### config.mk
export PLATFORM = sky130hd
export DESIGN_NAME = atdf_top
export DESIGN_NICKNAME = d
export VERILOG_FILES = /design/src/atdf_pkg.sv /design/src/atdf_top.sv
export SDC_FILE = /design/constraint.sdc
export NUM_CORES = 1
export LEC_CHECK = 0
export ABC_CLOCK_PERIOD_IN_PS = 6300
export BUFFER_PORTS_ARGS = -buffer_cell sky130_fd_sc_hd__buf_2
export CAP_MARGIN = 20
export CORE_MARGIN = 1.5
export CORE_UTILIZATION = 61
export CTS_BUF_LIST = sky130_fd_sc_hd__clkbuf_4
export CTS_CLUSTER_DIAMETER = 40
export DETAILED_ROUTE_END_ITERATION = 12
export PLACE_DENSITY = 0.84
export SLEW_MARGIN = 0
export SYNTH_ARGS = -nofsm -noshare
export SYNTH_HDL_FRONTEND = slang
export SYNTH_SLANG_ARGS = --single-unit
### constraint.sdc
create_clock -name pclk -period 6.3 [get_ports pclk]
set_input_delay 0.63 -clock pclk [delete_from_list [all_inputs] [get_ports pclk]]
set_output_delay 0.63 -clock pclk [all_outputs]
set_load 0.01 [all_outputs]
### src/atdf_pkg.sv
// constants shared by the async transmit descriptor fetch block
// assumes a 32-bit host memory word port and an apb register bus
package atdf_pkg;
    // apb register byte offsets
    localparam logic [7:0] ATDF_OFS_CTRL = 8'h00;
    localparam logic [7:0] ATDF_OFS_CMDPTR = 8'h04;
    localparam logic [7:0] ATDF_OFS_STATUS = 8'h08;
    localparam logic [7:0] ATDF_OFS_STAMP = 8'h0c;
    // control bits
    localparam int ATDF_CTRL_RUN_BIT = 0;
    localparam int ATDF_CTRL_CLRERR_BIT = 1;
    localparam logic [31:0] ATDF_CMDPTR_RST = 32'h0000_0000;
    // descriptor word 0 fields
    localparam int ATDF_CMD_MSB = 31;
    localparam int ATDF_CMD_LSB = 28;
    localparam int ATDF_S_BIT = 27;
    localparam int ATDF_KEY_MSB = 26;
    localparam int ATDF_KEY_LSB = 24;
    localparam int ATDF_INT_MSB = 21;
    localparam int ATDF_INT_LSB = 20;
    localparam logic [3:0] ATDF_CMD_LAST_IMM = 4'h1;
    localparam logic [2:0] ATDF_KEY_IMM = 3'h2;
    // word offsets from the start of a descriptor
    localparam logic [4:0] ATDF_W_BRANCH = 5'h02;
    localparam logic [4:0] ATDF_W_STATUS = 5'h03;
    localparam logic [4:0] ATDF_W_HDR = 5'h04;
    localparam logic [31:0] ATDF_STATUS_BYTE = 32'h0000_000c;
    // block count limits
    localparam logic [3:0] ATDF_Z_END = 4'h0;
    localparam logic [3:0] ATDF_Z_MIN = 4'h2;
    localparam logic [3:0] ATDF_Z_MAX = 4'h8;
    // interrupt select codes
    localparam logic [1:0] ATDF_INT_ALWAYS = 2'b11;
    localparam logic [1:0] ATDF_INT_ERR = 2'b01;
    localparam logic [1:0] ATDF_INT_NEVER = 2'b00;
    // acknowledge codes, values arbitrary
    localparam logic [3:0] ATDF_ACK_COMPLETE = 4'h1;
    localparam logic [3:0] ATDF_ACK_PENDING = 4'h2;
    typedef enum logic [5:0] {
        ATDF_ST_IDLE = 6'b000001,
        ATDF_ST_FETCH = 6'b000010,
        ATDF_ST_PUSH = 6'b000100,
        ATDF_ST_ACK = 6'b001000,
        ATDF_ST_STAT = 6'b010000,
        ATDF_ST_HALT = 6'b100000
    } atdf_state_t;
endpackage

### src/atdf_top.sv
// async transmit descriptor fetch: fetches descriptor blocks, pushes
// header quadlets, writes status and time stamp back to memory.
// assumes memory, fifo, ack and timer inputs run on pclk.
// Operation
// - time field: 3 seconds bits, 13 cycle bits
// - cycle number copied whole from timer
// - stamp taken when acknowledge arrives
// - stamp taken at acknowledge timeout
// - status and stamp in one write
// - status field gets low context control bits
// - immediate descriptor always 32 bytes
// - push up to four header quadlets
// - block count zero ends the program
// - block counts 1 and 9-15 reserved
// - counts 2-8 fetch contiguous 16-byte units
// - one block fully describes one packet
// - branch taken from last descriptor only
// - program ends zero, may be appended
// - immediate carries command 1, key 2
// - interrupt select decides completion event
//
// Local design decisions: the placing of the registers and register access over APB.
`timescale 1ns/100ps
module atdf_top (
    // clock and reset
    input wire logic pclk,
    input wire logic presetn,
    // apb slave
    input wire logic psel,
    input wire logic penable,
    input wire logic pwrite,
    input wire logic [7:0] paddr,
    input wire logic [31:0] pwdata,
    output logic [31:0] prdata,
    output logic pready,
    output logic pslverr,
    // host memory word port
    output logic mem_req,
    output logic mem_we,
    output logic [31:0] mem_addr,
    output logic [31:0] mem_wdata,
    input wire logic mem_ack,
    input wire logic [31:0] mem_rdata,
    // transmit fifo push
    output logic fifo_valid,
    output logic [31:0] fifo_data,
    input wire logic fifo_ready,
    // link acknowledge
    input wire logic ack_valid,
    input wire logic [3:0] ack_code,
    input wire logic ack_timeout,
    // cycle timer and context control
    input wire logic [6:0] timer_second_bits,
    input wire logic [12:0] timer_cycle_number,
    input wire logic [15:0] context_control_word,
    // completion and state
    output logic completion_event,
    output logic desc_error
);
    import atdf_pkg::*;

    atdf_state_t state_q;
    logic [31:0] prdata_q, cmdptr_q, ptr_q, mem_addr_q, mem_wdata_q, fifo_data_q;
    logic pready_q, pslverr_q, go_q, clr_q, mem_req_q, mem_we_q, fifo_valid_q;
    logic evt_q, err_q;
    logic [3:0] z_q;
    logic [5:0] idx_q;
    logic [2:0] push_q;
    logic [15:0] stamp_q;
    logic [31:0] desc_q [0:31];
    logic [4:0] last_base;
    logic [31:0] last_w0, last_br, first_w0;
    logic [2:0] hdr_q;
    logic [5:0] nwords;
    logic wr_en, ack_evt, ack_good, z_bad, first_bad;

    assign wr_en = psel & penable & pready_q & pwrite;
    assign ack_evt = ack_valid | ack_timeout;
    assign ack_good = ack_valid & ((ack_code == ATDF_ACK_COMPLETE) |
        (ack_code == ATDF_ACK_PENDING));
    assign nwords = {z_q, 2'b00};
    assign last_base = (z_q == ATDF_Z_MIN) ? 5'h00 : {z_q[2:0] - 3'h1, 2'b00};
    assign last_w0 = desc_q[last_base];
    assign last_br = desc_q[last_base + ATDF_W_BRANCH];
    assign first_w0 = desc_q[0];
    // header quadlet count from byte count
    assign hdr_q = first_w0[4:2];
    // block must open with immediate command
    assign first_bad = (first_w0[ATDF_CMD_MSB:ATDF_CMD_LSB] != ATDF_CMD_LAST_IMM) |
        (first_w0[ATDF_KEY_MSB:ATDF_KEY_LSB] != ATDF_KEY_IMM);
    assign z_bad = (z_q == 4'h1) | (z_q > ATDF_Z_MAX);

    // apb slave, no wait states
    always_ff @(posedge pclk or negedge presetn) begin
        if (!presetn) begin
            pready_q <= 1'b0;
            prdata_q <= 32'h0000_0000;
            pslverr_q <= 1'b0;
            go_q <= 1'b0;
            clr_q <= 1'b0;
            cmdptr_q <= ATDF_CMDPTR_RST;
        end else begin
            pready_q <= psel & ~penable;
            go_q <= wr_en & (paddr == ATDF_OFS_CTRL) & pwdata[ATDF_CTRL_RUN_BIT];
            clr_q <= wr_en & (paddr == ATDF_OFS_CTRL) & pwdata[ATDF_CTRL_CLRERR_BIT];
            if (wr_en && paddr == ATDF_OFS_CMDPTR) begin
                cmdptr_q <= pwdata;
            end
            if (psel && !penable) begin
                pslverr_q <= 1'b0;
                case (paddr)
                    ATDF_OFS_CTRL: prdata_q <= 32'h0000_0000;
                    ATDF_OFS_CMDPTR: prdata_q <= cmdptr_q;
                    ATDF_OFS_STATUS: prdata_q <= {24'h00_0000, 2'b00, state_q};
                    ATDF_OFS_STAMP: prdata_q <= {16'h0000, stamp_q};
                    default: begin
                        prdata_q <= 32'h0000_0000;
                        pslverr_q <= 1'b1;
                    end
                endcase
            end
        end
    end

    // descriptor engine
    always_ff @(posedge pclk or negedge presetn) begin
        if (!presetn) begin
            state_q <= ATDF_ST_IDLE;
            ptr_q <= 32'h0000_0000;
            z_q <= ATDF_Z_END;
            idx_q <= 6'h00;
            push_q <= 3'h0;
            mem_req_q <= 1'b0;
            mem_we_q <= 1'b0;
            mem_addr_q <= 32'h0000_0000;
            mem_wdata_q <= 32'h0000_0000;
            fifo_valid_q <= 1'b0;
            fifo_data_q <= 32'h0000_0000;
            stamp_q <= 16'h0000;
            evt_q <= 1'b0;
            err_q <= 1'b0;
        end else begin
            evt_q <= 1'b0;
            case (state_q)
                ATDF_ST_IDLE: begin
                    if (go_q) begin
                        ptr_q <= {cmdptr_q[31:4], 4'h0};
                        z_q <= cmdptr_q[3:0];
                        idx_q <= 6'h00;
                        if (cmdptr_q[3:0] == ATDF_Z_END) begin
                            state_q <= ATDF_ST_IDLE;
                        end else if (cmdptr_q[3:0] == 4'h1 || cmdptr_q[3:0] > ATDF_Z_MAX) begin
                            state_q <= ATDF_ST_HALT;
                            err_q <= 1'b1;
                        end else begin
                            state_q <= ATDF_ST_FETCH;
                            mem_req_q <= 1'b1;
                            mem_we_q <= 1'b0;
                            mem_addr_q <= {cmdptr_q[31:4], 4'h0};
                        end
                    end
                end
                ATDF_ST_FETCH: begin
                    // whole block prefetched, immediate as two units
                    if (mem_ack) begin
                        idx_q <= idx_q + 6'h01;
                        mem_addr_q <= mem_addr_q + 32'h0000_0004;
                        if (idx_q == nwords - 6'h01) begin
                            mem_req_q <= 1'b0;
                            push_q <= 3'h0;
                            state_q <= ATDF_ST_PUSH;
                        end
                    end
                end
                ATDF_ST_PUSH: begin
                    if (first_bad) begin
                        state_q <= ATDF_ST_HALT;
                        err_q <= 1'b1;
                    end else if (!fifo_valid_q || fifo_ready) begin
                        if (push_q < hdr_q && push_q < 3'h4) begin
                            fifo_valid_q <= 1'b1;
                            fifo_data_q <= desc_q[ATDF_W_HDR + {2'b00, push_q}];
                            push_q <= push_q + 3'h1;
                        end else begin
                            fifo_valid_q <= 1'b0;
                            state_q <= ATDF_ST_ACK;
                        end
                    end
                end
                ATDF_ST_ACK: begin
                    if (ack_evt) begin
                        stamp_q <= {timer_second_bits[2:0], timer_cycle_number};
                        evt_q <= (last_w0[ATDF_INT_MSB:ATDF_INT_LSB] == ATDF_INT_ALWAYS) |
                            ((last_w0[ATDF_INT_MSB:ATDF_INT_LSB] == ATDF_INT_ERR) & ~ack_good);
                        if (last_w0[ATDF_S_BIT]) begin
                            // one write of status and stamp
                            state_q <= ATDF_ST_STAT;
                            mem_req_q <= 1'b1;
                            mem_we_q <= 1'b1;
                            mem_addr_q <= ptr_q + {25'h000_0000, last_base, 2'b00} +
                                ATDF_STATUS_BYTE;
                            mem_wdata_q <= {context_control_word,
                                timer_second_bits[2:0], timer_cycle_number};
                        end else begin
                            ptr_q <= {last_br[31:4], 4'h0};
                            z_q <= last_br[3:0];
                            state_q <= ATDF_ST_IDLE;
                        end
                    end
                end
                ATDF_ST_STAT: begin
                    if (mem_ack) begin
                        mem_req_q <= 1'b0;
                        mem_we_q <= 1'b0;
                        ptr_q <= {last_br[31:4], 4'h0};
                        z_q <= last_br[3:0];
                        state_q <= ATDF_ST_IDLE;
                    end
                end
                ATDF_ST_HALT: begin
                    if (clr_q) begin
                        err_q <= 1'b0;
                        // stopped context must not chain again
                        z_q <= ATDF_Z_END;
                        state_q <= ATDF_ST_IDLE;
                    end
                end
                default: state_q <= ATDF_ST_IDLE;
            endcase
            // chain to next block without software
            if (state_q == ATDF_ST_IDLE && !go_q && z_q != ATDF_Z_END) begin
                idx_q <= 6'h00;
                if (z_bad) begin
                    state_q <= ATDF_ST_HALT;
                    err_q <= 1'b1;
                end else begin
                    state_q <= ATDF_ST_FETCH;
                    mem_req_q <= 1'b1;
                    mem_we_q <= 1'b0;
                    mem_addr_q <= ptr_q;
                end
            end
        end
    end

    // descriptor storage
    always_ff @(posedge pclk) begin
        if (state_q == ATDF_ST_FETCH && mem_ack) begin
            desc_q[idx_q[4:0]] <= mem_rdata;
        end
    end

    assign prdata = prdata_q;
    assign pready = pready_q;
    assign pslverr = pslverr_q;
    assign mem_req = mem_req_q;
    assign mem_we = mem_we_q;
    assign mem_addr = mem_addr_q;
    assign mem_wdata = mem_wdata_q;
    assign fifo_valid = fifo_valid_q;
    assign fifo_data = fifo_data_q;
    assign completion_event = evt_q;
    assign desc_error = err_q;

    property p_stamp_layout;
        @(posedge pclk) disable iff (!presetn)
        (state_q == ATDF_ST_ACK && ack_valid) |=>
            stamp_q[15:13] == $past(timer_second_bits[2:0]);
    endproperty
    a_stamp_layout: assert property (p_stamp_layout) else $error("stamp seconds wrong");
    property p_stamp_cycle;
        @(posedge pclk) disable iff (!presetn)
        (state_q == ATDF_ST_ACK && ack_timeout) |=> stamp_q[12:0] == $past(timer_cycle_number);
    endproperty
    a_stamp_cycle: assert property (p_stamp_cycle) else $error("stamp cycle wrong");
    property p_one_write;
        @(posedge pclk) disable iff (!presetn)
        (mem_req_q && mem_we_q) |-> mem_wdata_q[15:0] == stamp_q && state_q == ATDF_ST_STAT;
    endproperty
    a_one_write: assert property (p_one_write) else $error("status write lacks stamp");
    property p_ctx_copy;
        @(posedge pclk) disable iff (!presetn)
        $rose(mem_we_q) |-> mem_wdata_q[31:16] == $past(context_control_word);
    endproperty
    a_ctx_copy: assert property (p_ctx_copy) else $error("status not context word");
    property p_fetch_len;
        @(posedge pclk) disable iff (!presetn)
        (state_q == ATDF_ST_FETCH && $past(state_q) != ATDF_ST_FETCH) |->
            (mem_req_q && !mem_we_q) [*2];
    endproperty
    a_fetch_len: assert property (p_fetch_len) else $error("fetch shorter than two words");
    property p_push_max;
        @(posedge pclk) disable iff (!presetn)
        fifo_valid_q |-> push_q <= 3'h4 && push_q >= 3'h1;
    endproperty
    a_push_max: assert property (p_push_max) else $error("too many header quadlets");
    property p_end;
        @(posedge pclk) disable iff (!presetn)
        (state_q == ATDF_ST_IDLE && go_q && cmdptr_q[3:0] == ATDF_Z_END) |=>
            state_q == ATDF_ST_IDLE ##1 !mem_req_q;
    endproperty
    a_end: assert property (p_end) else $error("zero count started fetch");
    property p_reserved;
        @(posedge pclk) disable iff (!presetn)
        (state_q == ATDF_ST_IDLE && go_q && cmdptr_q[3:0] == 4'h1) |=>
            state_q == ATDF_ST_HALT && err_q;
    endproperty
    a_reserved: assert property (p_reserved) else $error("reserved count not halted");
    property p_branch;
        @(posedge pclk) disable iff (!presetn)
        (state_q == ATDF_ST_STAT && mem_ack) |=> z_q == $past(last_br[3:0]);
    endproperty
    a_branch: assert property (p_branch) else $error("branch not from last descriptor");
    property p_int_never;
        @(posedge pclk) disable iff (!presetn)
        (state_q == ATDF_ST_ACK && ack_evt &&
            last_w0[ATDF_INT_MSB:ATDF_INT_LSB] == ATDF_INT_NEVER) |=> !evt_q;
    endproperty
    a_int_never: assert property (p_int_never) else $error("event with select never");
endmodule

==> impl_metrics.json <==
{
  "die_h_um": 225,
  "maxCapViolCount": 0,
  "cts.clk_slew.worst_paths_ns": 0.08,
  "hp-class": "in2reg",
  "antenna_found_initial": 8,
  "rsz0062_at_grt": "false",
  "slew_headroom": 0.244,
  "initial_core_util": 0.616,
  "drcViolationCount": 0,
  "htree_levels": 4,
  "port_buffers": 251,
  "overflow": 0,
  "cts_tree": "built",
  "globalplace.congestion": 0.922,
  "io_pins": 256,
  "final_cell_mix": "edfxtp_1, nand2_1, clkbuf_4",
  "post_cts_buffers": 0,
  "grt_use_total": 0.335,
  "status": "finished clean",
  "syn_area_mm2": 0.0300,
  "fin_crit_ns": 4.54,
  "crit_arrival_ns": 5.45,
  "post_cts_resized": 0,
  "grt_max_degree": 160,
  "critPathMaxFanout": 40,
  "power_density_mw_per_mm2": 309,
  "finalMaxSlewViolations": 0,
  "report.final.setup_viol": 0,
  "holdWs_ns": 0.111,
  "ys_ff_latch": 708,
  "syn_avg_cell_area_um2": 13.2,
  "fmax_ghz": 0.220,
  "criticalPathCategory": "reg2reg",
  "tns_ns": 0,
  "mostFrequentLayoutCell": "edfxtp_1",
  "leakagePower_nw": 14.0,
  "vias": 22300,
  "holdBufCountCts": 103,
  "synthDistinctLibCells": 81,
  "cts_buffers": 176,
  "dieArea_mm2": 0.0506,
  "grt_pass1_vias": 22400,
  "vias_per_cell": 6.35,
  "first_pass_iters": 8,
  "synth_seq_area_share": 0.669,
  "crit_path_end_kind": "register",
  "synth_flop_cell": "edfxtp_1",
  "async_flop_share": 0.328,
  "cp-start-kind": "register",
  "rows": 81,
  "cp.required_ns": 7.21,
  "skew_ns": 0.0476,
  "area_growth_pct": 17.8,
  "syn_nets": 2416,
  "synth-edff-count": 476,
  "clk_path_buf_depth": 3,
  "clk_latency_ns": 1.03,
  "peakVddDrop_mv": 0.293,
  "drtIter0Drc": 2935,
  "finalHoldViolCount": 0,
  "tightest_slew_ns": 1.12,
  "ys.warnings.count": 0,
  "grt_pass1_wl_mm": 127,
  "finalNetCount": 2846,
  "final.period_utilization": 0.721,
  "root_buffer": "clkbuf_4",
  "place_hpwl_mm": 49.0,
  "wirelength_mm": 83.7,
  "core_area_mm2": 0.0487,
  "final_antenna_net_count": 0,
  "chipWidth_um": 225,
  "cts_sinks": 708,
  "drive_above_1_share": 0.261,
  "fill_cells": 3012,
  "avgRoutedWirePerCell_um": 23.8,
  "syn_inst": 2280
}
[final cells by class]
cell class,instances,area [um2],area share
clock inverter,41,265,0.00750
antenna,9,22.5,0.000636
timing repair buffer,396,2650,0.0749
clock buffer,272,2040,0.0577
multi-input combinational,1403,9380,0.265
sequential,708,20100,0.568
tap,664,831,0.0235
inverter,25,93.8,0.00265
[layer usage]
layer / GRT usage / share of wire
met2: 0.533 / 0.48
met4: 0.160 / 0.040
met5: 0 / 0.00090
met1: 0.430 / 0.37
met3: 0.0920 / 0.11
[state kept, by name, summed over array words and instances, names as in the netlist]
signal / cells
mem_req: 1
idx_q: 6
prdata: 32
push_q: 3
mem_addr: 32
fifo_data: 32
ptr_q: 28
cmdptr_q: 32
pslverr: 1
mem_we: 1
state_q: 6
desc_error: 1
fifo_valid: 1
desc_q: 476
stamp_q: 16
go_q: 1
z_q: 4
clr_q: 1
completion_event: 1
pready: 1
mem_wdata: 32
[synthesized netlist by cell type (28+ instances only)]
cell type / n / share of area
o221ai_1: 61 / 0.018
mux2_2: 51 / 0.019
edfxtp_1: 476 / 0.48
clkbuf_1: 94 / 0.012
nor2_1: 95 / 0.012
a31oi_1: 47 / 0.0098
nand3_1: 111 / 0.018
dfrtp_1: 231 / 0.19
nor3_1: 33 / 0.0055
nand2_1: 401 / 0.050
mux4_2: 64 / 0.048
o21ai_0: 113 / 0.019
mux2i_1: 38 / 0.013
a211oi_1: 28 / 0.0070
a21oi_1: 74 / 0.012
[path summary, 6_finish.rpt]
| kind | startpoint | end | slack, ns | cells after the start |
|---|---|---|---|---|
| worst max-delay path | z_q[0]$_DFFE_PN0P_ | mem_addr[28]$_DFF_PN0_ | 1.76 | 14 |
| worst min-delay path | ack_timeout | state_q[3]$_DFFE_PN0P_ | 0.11 | 4 |
| worst max register to register | z_q[0]$_DFFE_PN0P_ | mem_addr[28]$_DFF_PN0_ | 1.76 | 14 |
| worst min register to register | prdata[26]$_DFFE_PN0P_ | prdata[26]$_DFFE_PN0P_ | 0.47 | 2 |
| max in group asynchronous | presetn | fifo_data[24]$_DFFE_PN0P_ | 4.74 | 3 |
| min in group asynchronous | presetn | mem_wdata[19]$_DFFE_PN0P_ | 0.19 | 2 |
[where the power goes]
part           total [mW]  internal, mW  switching, mW
Combinational        1.72         0.744          0.976
Clock                3.92          2.08           1.84
Sequential           5.28          5.08          0.198
[metrics by stage]
step / power (mW) / std cells / util / cell area (um2) / setup WS (ns)
after global placement: 6.93 / 3090 / 0.656 / 32000 / 1.86
after global routing: 11.4 / 3517 / 0.726 / 35400 / 1.48
after detailed placement: 7.00 / 3090 / 0.656 / 32000 / 1.78
final: 10.9 / 3518 / 0.726 / 35400 / 1.76
after floorplan: 6.41 / 2280 / - / 30000 / 1.76
after CTS: 11.0 / 3506 / 0.725 / 35300 / 1.78
[kinds of logic (layout without fill, tap and decap cells)]
group / count (synthesis) / after routing / synth area share
other cells: 0 / 9 / 0
xor+xnor: 34 / 34 / 0.00991
fa+ha+maj: 18 / 18 / 0.00754
buf+inv: 169 / 734 / 0.0224
simple gates: 734 / 734 / 0.107
compound gates: 464 / 464 / 0.104
mux: 153 / 153 / 0.0797
flops: 708 / 708 / 0.669
[worst max-delay path, cell delays in order, from the launching register on]
cell	delay, ns
dfrtp_1	0.56
inv_2	0.42
ha_1	0.37
nor3b_2	0.18
or2_4	0.42
clkinv_1	0.14
ha_1	0.17
inv_1	0.06
fa_1	0.45
maj3_2	0.37
or4b_1	0.68
nor3_2	0.18
xor2_1	0.08
a221oi_1	0.25
a21oi_1	0.10
Note: power is estimated with default switching activity, not from simulation.
